===== src/core/tx_stats_pkg.sv =====
/*
 * Constants and carrier types for the transmit statistics counter bank.
 * Assumes a 32-bit APB register bus and a transmit datapath on the same clock.
 */
package tx_stats_pkg;

    // Register indices; byte address is four times the index
    localparam logic [11:0] IDX_BCAST_CTRL_LO = 12'h82e;
    localparam logic [11:0] IDX_BCAST_CTRL_HI = 12'h82f;
    localparam logic [11:0] IDX_UCAST_CTRL_LO = 12'h830;
    localparam logic [11:0] IDX_UCAST_CTRL_HI = 12'h831;
    localparam logic [11:0] IDX_PAUSE_LO      = 12'h832;
    localparam logic [11:0] IDX_PAUSE_HI      = 12'h833;
    localparam logic [11:0] IDX_SHORT_LO      = 12'h834;
    localparam logic [11:0] IDX_SHORT_HI      = 12'h835;
    localparam logic [11:0] IDX_CONFIG        = 12'h845;
    localparam logic [11:0] IDX_STATUS        = 12'h846;
    localparam logic [11:0] IDX_PAYLOAD_LO    = 12'h860;
    localparam logic [11:0] IDX_PAYLOAD_HI    = 12'h861;
    localparam logic [11:0] IDX_FRAME_LO      = 12'h862;
    localparam logic [11:0] IDX_FRAME_HI      = 12'h863;

    // Field positions
    localparam int CFG_RESET_BIT   = 0;
    localparam int CFG_PCLR_BIT    = 1;
    localparam int CFG_FREEZE_BIT  = 2;
    localparam int STS_PERR_BIT    = 0;
    localparam int STS_FROZEN_BIT  = 1;
    localparam int MAC_VLAN_OFF_BIT = 1;

    // Reset values
    localparam logic RST_FREEZE = 1'b0;
    localparam logic RST_PERR   = 1'b0;

    // Frame length limits and VLAN header sizes, in bytes
    localparam logic [15:0] MIN_TX_BYTES    = 16'h0009;
    localparam logic [15:0] PAD_TX_BYTES    = 16'h0040;
    localparam logic [15:0] VLAN_ONE_BYTES  = 16'h0004;
    localparam logic [15:0] VLAN_TWO_BYTES  = 16'h0008;

    // Live counter slots
    localparam int CNT_BCAST_CTRL = 0;
    localparam int CNT_UCAST_CTRL = 1;
    localparam int CNT_PAUSE      = 2;
    localparam int CNT_PAYLOAD    = 3;
    localparam int CNT_FRAME      = 4;
    localparam int NUM_CNT        = 5;

    typedef struct packed {
        logic        is_control;
        logic        is_pause;
        logic        is_broadcast;
        logic        is_unicast;
        logic        fcs_err;
        logic        undersize_err;
        logic        oversize_err;
        logic        length_err;
        logic        vlan_single;
        logic        vlan_stacked;
        logic [15:0] payload_bytes;
        logic [15:0] frame_bytes;
    } tx_frame_info_t;

endpackage : tx_stats_pkg


===== src/core/tx_statistics_counters.sv =====
/*
 * Transmit statistics counter bank: 64-bit frame and byte counters with
 * snapshot freeze, parity checking and a global clear, read over APB.
 * Assumes frame events come from the transmit datapath on pclk, one
 * end-of-frame pulse per frame, and that the MAC control word is on pclk.
 */
// Our own choice: the APB slave port.
// Overview of operation
// - Every statistic is 64 bits, read as low then high word at adjacent offsets.
// - Count valid broadcast control frames; data frames excluded.
// - Count valid pause frames in a dedicated counter.
// - Count valid unicast control frames; data frames excluded.
// - Short-frame counter always reads zero in both halves.
// - Frames under nine bytes never sent; shorter frames padded to 64 bytes.
// - Config bit 2 freezes readable values at a snapshot; counting continues.
// - Status bit 1 reads one while the freeze is active.
// - Status bit 0 sets on any counter parity error.
// - Writing one to config bit 1 clears parity status; bit self-clears.
// - Writing one to config bit 0 resets all counters; bit self-clears.
// - Payload byte counter adds payload of error-free frames.
// - With VLAN detection off, add 4 or 8 tag bytes as payload.
// - Frame byte counter adds all bytes of error-free frames.
`timescale 1ns/1ps
module tx_statistics_counters
    import tx_stats_pkg::*;
#(
    parameter int ADDR_W = 14
) (
    // Clock and reset
    input  wire logic              pclk,
    input  wire logic              presetn,
    // APB slave
    input  wire logic              psel,
    input  wire logic              penable,
    input  wire logic              pwrite,
    input  wire logic [ADDR_W-1:0] paddr,
    input  wire logic [31:0]       pwdata,
    input  wire logic [3:0]        pstrb,
    output logic [31:0]            prdata,
    output logic                   pready,
    output logic                   pslverr,
    // Transmit datapath events
    input  wire logic              frame_end,
    input  wire tx_frame_info_t    frame_info,
    // Transmit MAC control word
    input  wire logic [31:0]       transmit_mac_control_word
);

    logic [63:0]          live_ff [NUM_CNT];
    logic [63:0]          nxt_live [NUM_CNT];
    logic [63:0]          snap_ff [NUM_CNT];
    logic [NUM_CNT-1:0]   parity_ff;
    logic [NUM_CNT-1:0]   parity_bad;
    logic [63:0]          incr [NUM_CNT];
    logic                 freeze_ff;
    logic                 perr_ff;
    logic [31:0]          prdata_ff;

    logic [11:0]          rd_idx;
    logic                 setup_ph;
    logic                 wr_access;
    logic                 cfg_wr;
    logic                 cnt_clear;
    logic                 perr_clear;
    logic                 frame_ok;
    logic                 sent;
    logic [15:0]          eff_frame;
    logic [15:0]          eff_payload;
    logic [15:0]          vlan_add;

    // Zero wait states: read data is registered in the setup cycle
    assign pready  = 1'b1;
    assign pslverr = 1'b0;
    assign prdata  = prdata_ff;

    assign rd_idx    = 12'(paddr[ADDR_W-1:2]);
    assign setup_ph  = psel & ~penable;
    assign wr_access = psel & penable & pwrite;
    assign cfg_wr    = wr_access & pstrb[0] & (rd_idx == IDX_CONFIG);
    assign cnt_clear  = cfg_wr & pwdata[CFG_RESET_BIT];
    assign perr_clear = cfg_wr & pwdata[CFG_PCLR_BIT];

    // Frame qualification
    assign frame_ok = ~(frame_info.fcs_err | frame_info.undersize_err |
                        frame_info.oversize_err | frame_info.length_err);
    // Anything under the minimum is never put on the wire, so it is dropped here
    assign sent = frame_end & (frame_info.frame_bytes >= MIN_TX_BYTES);
    assign eff_frame = (frame_info.frame_bytes < PAD_TX_BYTES) ?
                       PAD_TX_BYTES : frame_info.frame_bytes;

    always_comb begin
        vlan_add = 16'h0000;
        if (transmit_mac_control_word[MAC_VLAN_OFF_BIT]) begin
            if (frame_info.vlan_stacked) begin
                vlan_add = VLAN_TWO_BYTES;
            end else if (frame_info.vlan_single) begin
                vlan_add = VLAN_ONE_BYTES;
            end
        end
    end
    assign eff_payload = frame_info.payload_bytes + vlan_add;

    // Per-counter increments, applied only on the end-of-frame pulse
    always_comb begin
        for (int k = 0; k < NUM_CNT; k++) begin
            incr[k] = 64'h0;
        end
        if (sent && frame_ok) begin
            if (frame_info.is_control && frame_info.is_broadcast) begin
                incr[CNT_BCAST_CTRL] = 64'h1;
            end
            if (frame_info.is_control && frame_info.is_unicast) begin
                incr[CNT_UCAST_CTRL] = 64'h1;
            end
            if (frame_info.is_pause) begin
                incr[CNT_PAUSE] = 64'h1;
            end
            incr[CNT_PAYLOAD] = {48'h0, eff_payload};
            incr[CNT_FRAME]   = {48'h0, eff_frame};
        end
    end

    // One live counter, its parity and its snapshot per slot
    genvar g;
    generate
        for (g = 0; g < NUM_CNT; g++) begin : g_cnt
            assign nxt_live[g]   = cnt_clear ? 64'h0 : live_ff[g] + incr[g];
            assign parity_bad[g] = (^live_ff[g]) != parity_ff[g];

            always_ff @(posedge pclk or negedge presetn) begin
                if (!presetn) begin
                    live_ff[g]   <= 64'h0;
                    parity_ff[g] <= 1'b0;
                end else begin
                    live_ff[g]   <= nxt_live[g];
                    parity_ff[g] <= ^nxt_live[g];
                end
            end

            // Snapshot taken when the freeze goes from off to on
            always_ff @(posedge pclk or negedge presetn) begin
                if (!presetn) begin
                    snap_ff[g] <= 64'h0;
                end else if (cnt_clear) begin
                    snap_ff[g] <= 64'h0;
                end else if (cfg_wr && pwdata[CFG_FREEZE_BIT] && !freeze_ff) begin
                    snap_ff[g] <= live_ff[g];
                end
            end
        end
    endgenerate

    // Only the freeze bit is stored; the other two act as write pulses
    always_ff @(posedge pclk or negedge presetn) begin
        if (!presetn) begin
            freeze_ff <= RST_FREEZE;
        end else if (cfg_wr) begin
            freeze_ff <= pwdata[CFG_FREEZE_BIT];
        end
    end

    // A new error in the clearing cycle wins over the clear
    always_ff @(posedge pclk or negedge presetn) begin
        if (!presetn) begin
            perr_ff <= RST_PERR;
        end else if (|parity_bad) begin
            perr_ff <= 1'b1;
        end else if (perr_clear) begin
            perr_ff <= 1'b0;
        end
    end

    function automatic logic [31:0] view_word(input logic [63:0] live,
                                              input logic [63:0] snap,
                                              input logic        frozen,
                                              input logic        upper);
        logic [63:0] v;
        v = frozen ? snap : live;
        return upper ? v[63:32] : v[31:0];
    endfunction : view_word

    always_ff @(posedge pclk or negedge presetn) begin
        if (!presetn) begin
            prdata_ff <= 32'h0;
        end else if (setup_ph && !pwrite) begin
            case (rd_idx)
                IDX_BCAST_CTRL_LO, IDX_BCAST_CTRL_HI:
                    prdata_ff <= view_word(live_ff[CNT_BCAST_CTRL], snap_ff[CNT_BCAST_CTRL],
                                           freeze_ff, rd_idx[0]);
                IDX_UCAST_CTRL_LO, IDX_UCAST_CTRL_HI:
                    prdata_ff <= view_word(live_ff[CNT_UCAST_CTRL], snap_ff[CNT_UCAST_CTRL],
                                           freeze_ff, rd_idx[0]);
                IDX_PAUSE_LO, IDX_PAUSE_HI:
                    prdata_ff <= view_word(live_ff[CNT_PAUSE], snap_ff[CNT_PAUSE],
                                           freeze_ff, rd_idx[0]);
                IDX_SHORT_LO, IDX_SHORT_HI:
                    prdata_ff <= 32'h0;
                IDX_CONFIG:
                    prdata_ff <= {29'h0, freeze_ff, 2'b00};
                IDX_STATUS:
                    prdata_ff <= {30'h0, freeze_ff, perr_ff};
                IDX_PAYLOAD_LO, IDX_PAYLOAD_HI:
                    prdata_ff <= view_word(live_ff[CNT_PAYLOAD], snap_ff[CNT_PAYLOAD],
                                           freeze_ff, rd_idx[0]);
                IDX_FRAME_LO, IDX_FRAME_HI:
                    prdata_ff <= view_word(live_ff[CNT_FRAME], snap_ff[CNT_FRAME],
                                           freeze_ff, rd_idx[0]);
                default:
                    prdata_ff <= 32'h0;
            endcase
        end
    end

endmodule : tx_statistics_counters


===== config.mk =====
export PLATFORM = sky130hd
export DESIGN_NAME = tx_statistics_counters
export DESIGN_NICKNAME = d
export VERILOG_FILES = /design/src/core/tx_stats_pkg.sv /design/src/core/tx_statistics_counters.sv
export SDC_FILE = /design/constraint.sdc
export NUM_CORES = 2
export LEC_CHECK = 0
export BUFFER_PORTS_ARGS = -buffer_cell sky130_fd_sc_hd__clkbuf_2
export CORE_MARGIN = 3
export CORE_UTILIZATION = 55
export CTS_CLUSTER_SIZE = 8
export DETAILED_ROUTE_END_ITERATION = 10
export PLACE_DENSITY = 0.83
export SLEW_MARGIN = 15
export SYNTH_ARGS = -nofsm -noshare
export SYNTH_HDL_FRONTEND = slang
export SYNTH_SLANG_ARGS = --single-unit

===== constraint.sdc =====
create_clock -name pclk -period 4.4 [get_ports pclk]
set_clock_uncertainty 0.2 [all_clocks]
set_input_delay 0.44 -clock pclk [delete_from_list [all_inputs] [get_ports pclk]]
set_output_delay 0.44 -clock pclk [all_outputs]
set_load 0.02 [all_outputs]

-- Word level (Yosys, flattened, before mapping)
Cells that the tools add are included.
- muxes and demuxes: 36
- order comparisons: 2
- add/sub/neg operators: 6
- equal/unequal tests: 17
- reductions and logical operators: 26
- bitwise gates (word level): 13
- operators by type and width (cell ; number):
    $mux W64 ; 20
    $reduce_xor A64 Y1 ; 10
    $add A64 B64 Y64 ; 5
    $mux W320 ; 1
    $pmux W32 S7 ; 1
    $mux W32 ; 5
    $eq A12 B12 Y1 const B ; 12
    $mux W16 ; 3
    $add A16 B16 Y16 ; 1
    $ge A16 B4 Y1 const B ; 1
    $lt A16 B7 Y1 const B ; 1
    $reduce_or A2 Y1 ; 5
    $and A1 B1 Y1 ; 8
    $logic_and A1 B1 Y1 ; 6
    $mux W1 ; 5
    $ne A1 B1 Y1 ; 5
    $reduce_or A5 Y1 ; 1
    $reduce_bool A2 Y1 ; 2
    $mux W3 ; 1
    $or A1 B1 Y1 ; 3
    $logic_not A1 Y1 ; 2
    $not A1 Y1 ; 2
- output and inout bits: 34
- register bits: 679
- input port bits: 130

-- Longest topological paths before layout
- depth after elaboration: 9
- gate-level depth with buffers: 25

-- Worst setup path after synthesis
Ideal clock, no wire load.
- kind: input -> register
- start point: input frame_info[36] (netlist name)
- end point: register parity_ff[4]
- arrival time: 4.986 ns
- setup slack: -0.910 ns
- required time: 4.076 ns
- stages: 21
- setup time: 0.124 ns
- cells stage by stage: nor4_1 > and2_1 > clkbuf_1 > nor2b_1 > and2_1 > ha_1 > inv_1 > fa_1 > nor2b_1 > o2111ai_1 > a21boi_2 > o31ai_2 > or4_1 > a21oi_1 > xnor3_1 > xnor3_1 > nor2_1 > a211oi_1 > o21a_1 > o21ai_1 > xnor2_1
- RTL lines (what ; RTL line ; RTL):
    from (decl) ; tx_statistics_counters.sv:44 ; input wire tx_frame_info_t frame_info,
    to (signal, indexed assignment) ; tx_statistics_counters.sv:136 ; parity_ff[g] <= ^nxt_live[g];
    to (decl) ; tx_statistics_counters.sv:52 ; logic [NUM_CNT-1:0] parity_ff;

-- Worst setup path in the final report
- start point: input frame_info[12] (netlist name)
- end point: register parity_ff[4]
- word-level cells in the longest chain between the ends: 7
- elaborated cells between the ends (all ways): 9
- classes of those cells: add/sub (1); order compare (2); mux (3); bitwise (1); reduce/logical (2)
- ends and longest elaborated chain (what ; RTL line ; RTL):
    $ge A16 B4 Y1 ; tx_statistics_counters.sv:87 ; assign sent = frame_end & (frame_info.frame_bytes >= MIN_TX_BYTES);
    $and A1 B1 Y1 ; tx_statistics_counters.sv:87 ;
    $logic_and A1 B1 Y1 ; tx_statistics_counters.sv:108 ; if (sent && frame_ok) begin
    $mux W320 * ; tx_statistics_counters.sv:108 ;
    $add A64 B64 Y64 * ; tx_statistics_counters.sv:127 ; assign nxt_live[g] = cnt_clear ? 64'h0 : live_ff[g] + incr[g];
    $mux W64 * ; tx_statistics_counters.sv:127 ;
    $reduce_xor A64 Y1 * ; tx_statistics_counters.sv:136 ;
Mark *: on every way between the ends. The rest lies on a longest branch, timed or not.
A chain may end at the register's enable or synchronous reset.

==> flow_results.org <==
** Detailed routing
- The detailed router placed 33900 vias in this run.
- In the routed design, unresolved DRC markers number 0.
- Dividing the detail-routed wire length by the instance count gives around 24 µm.
- WL final :: 130 mm
- Summed over all nets, wire length on met2 after detailed routing comes to approximately 59 mm.
- Length of the first detailed-routing pass in iterations :: 6
- The detail route stage leaves a number of antenna-violating nets equal to 0.
- Summed over all nets, wire length on met3 after detailed routing comes to ~13 mm.
- After detailed routing, the wire length on met1 is 50.4 mm.
- Routed vias/inst :: about 6.3
- Routed signal wires occupy layers up through met5.
- For this block, the initial DRC count from the detailed router was between 3000 and 4000.

** Yosys
- The synthesized design contains slightly below 700 register bits.
- Share of Yosys cell area claimed by the top area cell type :: 0.406
- Of all flip-flops after synthesis, the portion carrying an async set or reset was 1.00.
- Biggest area contributors in the synthesized netlist :: sky130_fd_sc_hd__dfrtp_1 (41%), sky130_fd_sc_hd__xnor2_1 (12%), sky130_fd_sc_hd__mux4_2 (8.6%), sky130_fd_sc_hd__a22o_1 (6.7%), sky130_fd_sc_hd__ha_1 (5.3%)
- YS warnings :: 0
- Proportion of synthesized chip area in sequential cells :: 0.406
- Cell area after technology mapping :: ~42000 µm²
- Synthesized Nets :: roughly 4200
- Mean instance size in the synthesized netlist :: roughly 11 µm²
- Number of unique standard cell types used by synthesis :: 87
- Counting flops with a built-in enable in the synthesized netlist gives 0.
- Summed over all instances, the cell type with the most area after synthesis is sky130_fd_sc_hd__dfrtp_1.
- Post-synth top flop :: sky130_fd_sc_hd__dfrtp_1
- Synthesis handed over a netlist of 3857 instances.

** Outcome
- The checks that failed: setup timing.
- The run finished, with violations left.

** STA
- Count of final max-slew check failures :: 0
- Setup violation total in the final timing report :: 3
- Transition time at the pin with the least slew margin :: 1.05 ns
- Worst relative slew slack :: 0.297
- Worst hold margin :: ~0.056 ns
- After layout, the worst setup slack is -0.294 ns.
- Setup repair after global routing could not meet its margin everywhere.
- Fin crit period :: about 4.7 ns
- The number of failing hold endpoints at the final stage is 0.
- Dividing the final minimum period by the clock period gives 1.07.
- Timing would allow up to roughly 210 MHz.

** Power
- Power spread over the standard cell area amounts to about 370 nW/µm².
- Worst VDD drop :: between 0.5 and 0.6 mV
- Of the total power, registers draw 0.371.
- For this design the static power due to leakage is 23.1 nW.
- Of the total power, the share spent switching nets is 0.305.
- Logic pwr share :: 0.271
- Clock network power share :: 0.358
- Internal power contribution :: 0.0128 W
- Summed over all nets, the switching power comes to 0.00563 W.

** Critical path
- Worst setup path class :: input port to flop
- Data on the critical path arrives at its endpoint at just over 5 ns.
- Reg-to-reg critical path endpoint :: parity_ff[4]
- Setup slack on the worst reg-to-reg path comes out at approximately 0.040 ns.
- The worst setup path is captured at a flop.
- STA classifies the critical path startpoint as an input port.
- Cells on worst reg2reg path :: 16
- Following the worst setup path forward leads to its endpoint at parity_ff[4].
- In this run the critical register-to-register path is launched from live_ff[2].
- Of all nets on the critical path, the largest fanout is 4.
- The critical path starts at frame_info[12].
- For the worst setup path, the data required time is roughly 4.8 ns.

** Finish
- The finished layout holds ~5300 standard cells, fillers aside.
- At the end of the flow, the number of nets in the layout was about 4700.
- Share of cells above drive strength 1 :: 0.243
- The filler cells instantiated in the layout total 5316.
- Utilization of the core after routing :: 0.673
- The library cell used most frequently in the layout, excluding fill and tap cells, is sky130_fd_sc_hd__dfrtp_1.
- Non-Filler Cell Area, Final :: 50400 µm²
- Compared with the post-synthesis result, the final layout area differs by 20.4%.
- Most frequent cells in the layout :: sky130_fd_sc_hd__dfrtp_1 (678), sky130_fd_sc_hd__xnor2_1 (548), sky130_fd_sc_hd__buf_4 (485)
- Number of inserted diodes :: 0

** Clocking
- The clock drives a little under 700 sinks.
- Worst skew pair latency :: roughly 0.67 ns
- After clock tree synthesis, the clock-pin slew on the worst setup and hold paths is around 0.05 ns.
- TritonCTS built the clock tree.
- Clock tree buffer depth :: 3
- In this run, CTS created clock tree buffers numbering 95.
- The H-tree generated during clock tree synthesis spans 3 levels.
- Buffer cell driving the clock tree root :: sky130_fd_sc_hd__clkbuf_16

** Floorplanning
- For this configuration, the core starts out at a cell density of 0.559.
- The region available for standard cell placement spans 74800 µm².
- Die area :: 79400 µm²
- Site Rows :: 100
- The die is around 280 µm wide.
- Height of the die :: 282 µm
- For this design the top-level I/O count stands at approximately 160.

** GRT
- Global-route wire length before repair :: between 200 and 250 mm
- Tot GR Track Use :: 0.329
- Number of global-route vias before repair :: ~34000
- Antenna violations before repair :: 2
- For this run the aggregate overflow at the end of global routing stands at 0.
- Entering global routing, the biggest net connects roughly 220 pins.

** Job
- Across the run, the number of max-cap violations was 0.

** Placement
- Post-detailed-placement cell area :: 46800 µm²
- Number of placed instances with taps included :: 5197
- Post-detail-place hpwl :: a little over 90 mm
- Input/output buffers :: between 90 and 100
- Routability-driven placement finished with a final weighted congestion of a little under 1.

** Worst hold path
- The tightest min-delay check is of the input port to flop type.
==> layout make-up <==
| class | instances | area [µm²] | share of cell area |
|---|---|---|---|
| Inverter | 43 | 161 | 0.00321 |
| Timing Repair Buffer | 609 | 4660 | 0.0925 |
| Clock buffer | 103 | 2430 | 0.0482 |
| Tap cell | 969 | 1210 | 0.0241 |
| Clock inverter | 7 | 126 | 0.00251 |
| Sequential cell | 679 | 17000 | 0.337 |
| Multi-Input combinational cell | 2936 | 24800 | 0.492 |
==> cells by family (layout without fill, tap and decap cells) <==
| kind of cell | after synthesis | in the layout | share of synthesized area |
|---|---|---|---|
| AO/OA/AOI/OAI | 572 | 572 | 0.108 |
| adder cells (fa/ha/maj) | 179 | 179 | 0.0541 |
| multiplexers | 234 | 234 | 0.105 |
| buffers and inverters | 242 | 762 | 0.0222 |
| AND/OR/NAND/NOR | 1124 | 1124 | 0.126 |
| flip-flops | 679 | 679 | 0.406 |
| XOR/XNOR | 825 | 825 | 0.179 |
| other | 2 | 2 | 0.000180 |
==> metal layers <==
| metal | vias up | track usage |
|---|---|---|
| li1 | 14800 | - |
| met1 | 16800 | 0.438 |
| met2 | 1845 | 0.505 |
| met3 | 378 | 0.0755 |
| met4 | 2 | 0.175 |
| met5 | - | 0 |
==> flip-flops by register name, indices dropped and copies added, names as in the netlist <==
name	cells
parity_ff	5
perr_ff	1
prdata	32
freeze_ff	1
live_ff	320
snap_ff	320
==> critical path, cell delays in order <==
cell and delay, ns:
sky130_fd_sc_hd__clkbuf_2 0.11, sky130_fd_sc_hd__nor4_4 0.33, sky130_fd_sc_hd__nand3_2 0.15, sky130_fd_sc_hd__nor2_4 0.12, sky130_fd_sc_hd__buf_6 0.10, sky130_fd_sc_hd__buf_4 0.09, sky130_fd_sc_hd__nor2b_2 0.04, sky130_fd_sc_hd__and2_4 0.15
sky130_fd_sc_hd__ha_4 0.16, sky130_fd_sc_hd__inv_2 0.06, sky130_fd_sc_hd__fa_2 0.23, sky130_fd_sc_hd__nor2b_4 0.06, sky130_fd_sc_hd__buf_4 0.13, sky130_fd_sc_hd__buf_4 0.12, sky130_fd_sc_hd__o2111a_1 0.27, sky130_fd_sc_hd__o2111a_1 0.25
sky130_fd_sc_hd__a311o_1 0.39, sky130_fd_sc_hd__nand3b_1 0.16, sky130_fd_sc_hd__xor2_1 0.16, sky130_fd_sc_hd__xnor3_1 0.45, sky130_fd_sc_hd__xor2_1 0.21, sky130_fd_sc_hd__mux2i_1 0.28, sky130_fd_sc_hd__a211oi_2 0.13, sky130_fd_sc_hd__nor3_2 0.23
sky130_fd_sc_hd__o21ai_2 0.09, sky130_fd_sc_hd__xnor2_1 0.12
==> repair_timing <==
| action | 4_1_cts | 5_1_grt |
|---|---|---|
| hold buffers | 2 | 0 |
| setup buffers | 24 | 13 |
| hold endpoints to repair | 63 | 0 |
| resized for setup | 41 | 77 |
| pin swaps | 36 | 59 |
| setup endpoints to repair | 4 | 6 |
==> Yosys cell counts, drive strengths merged, types with 4 or more instances <==
library cell / n
xnor2: 571
nor4: 29
a2111oi: 5
o2111ai: 5
clkbuf: 161
or3: 15
and3: 52
and2: 23
nor3b: 4
o21ai: 81
a21boi: 9
nand2b: 14
nand4: 75
nand3b: 7
inv: 43
o31ai: 7
a221oi: 30
a21o: 12
mux2: 34
a22o: 320
nor3: 46
nor2b: 21
nor2: 453
nand3: 98
a31oi: 4
mux4: 160
dfrtp: 679
ha: 176
xnor3: 17
nand2: 255
xor2: 236
or4: 4
o21a: 5
and4: 14
a21oi: 53
buf: 38
a211oi: 11
mux2i: 40
o21bai: 4
==> worst min-delay path by stage <==
stage	start	end	slack, ns	depth (start not counted)
after detailed placement	presetn	snap_ff[134]	0.25	1
after CTS	pwdata[1]	perr_ff	0.002	4
after floorplan	presetn	freeze_ff	-0.06	0
after global placement	presetn	snap_ff[134]	0.25	1
final	pwdata[1]	perr_ff	0.06	4
after global routing	pwdata[1]	perr_ff	0.04	4
==> power by group through the flow <==
| stage | Sequential (W) | Combinational [W] | Clock [W] |
|---|---|---|---|
| after floorplan | 0.00675 | 0.00328 | 0 |
| after global placement | 0.00692 | 0.00466 | 0 |
| after detailed placement | 0.00693 | 0.00475 | 0 |
| after CTS | 0.00683 | 0.00493 | 0.00667 |
| after global routing | 0.00686 | 0.00535 | 0.00694 |
| final | 0.00685 | 0.00500 | 0.00662 |
==> metrics by stage <==
step | total power [W] | setup WS [ns] | setup TNS (ns)
finish | 0.0185 | -0.294 | -0.445
global route | 0.0191 | -0.456 | -1.29
CTS | 0.0184 | -0.0185 | -0.0185
detailed placement | 0.0117 | -0.942 | -5.24
global placement | 0.0116 | -0.932 | -4.15
floorplan | 0.0100 | -0.509 | -0.964
(Power assumes the default switching activity.)
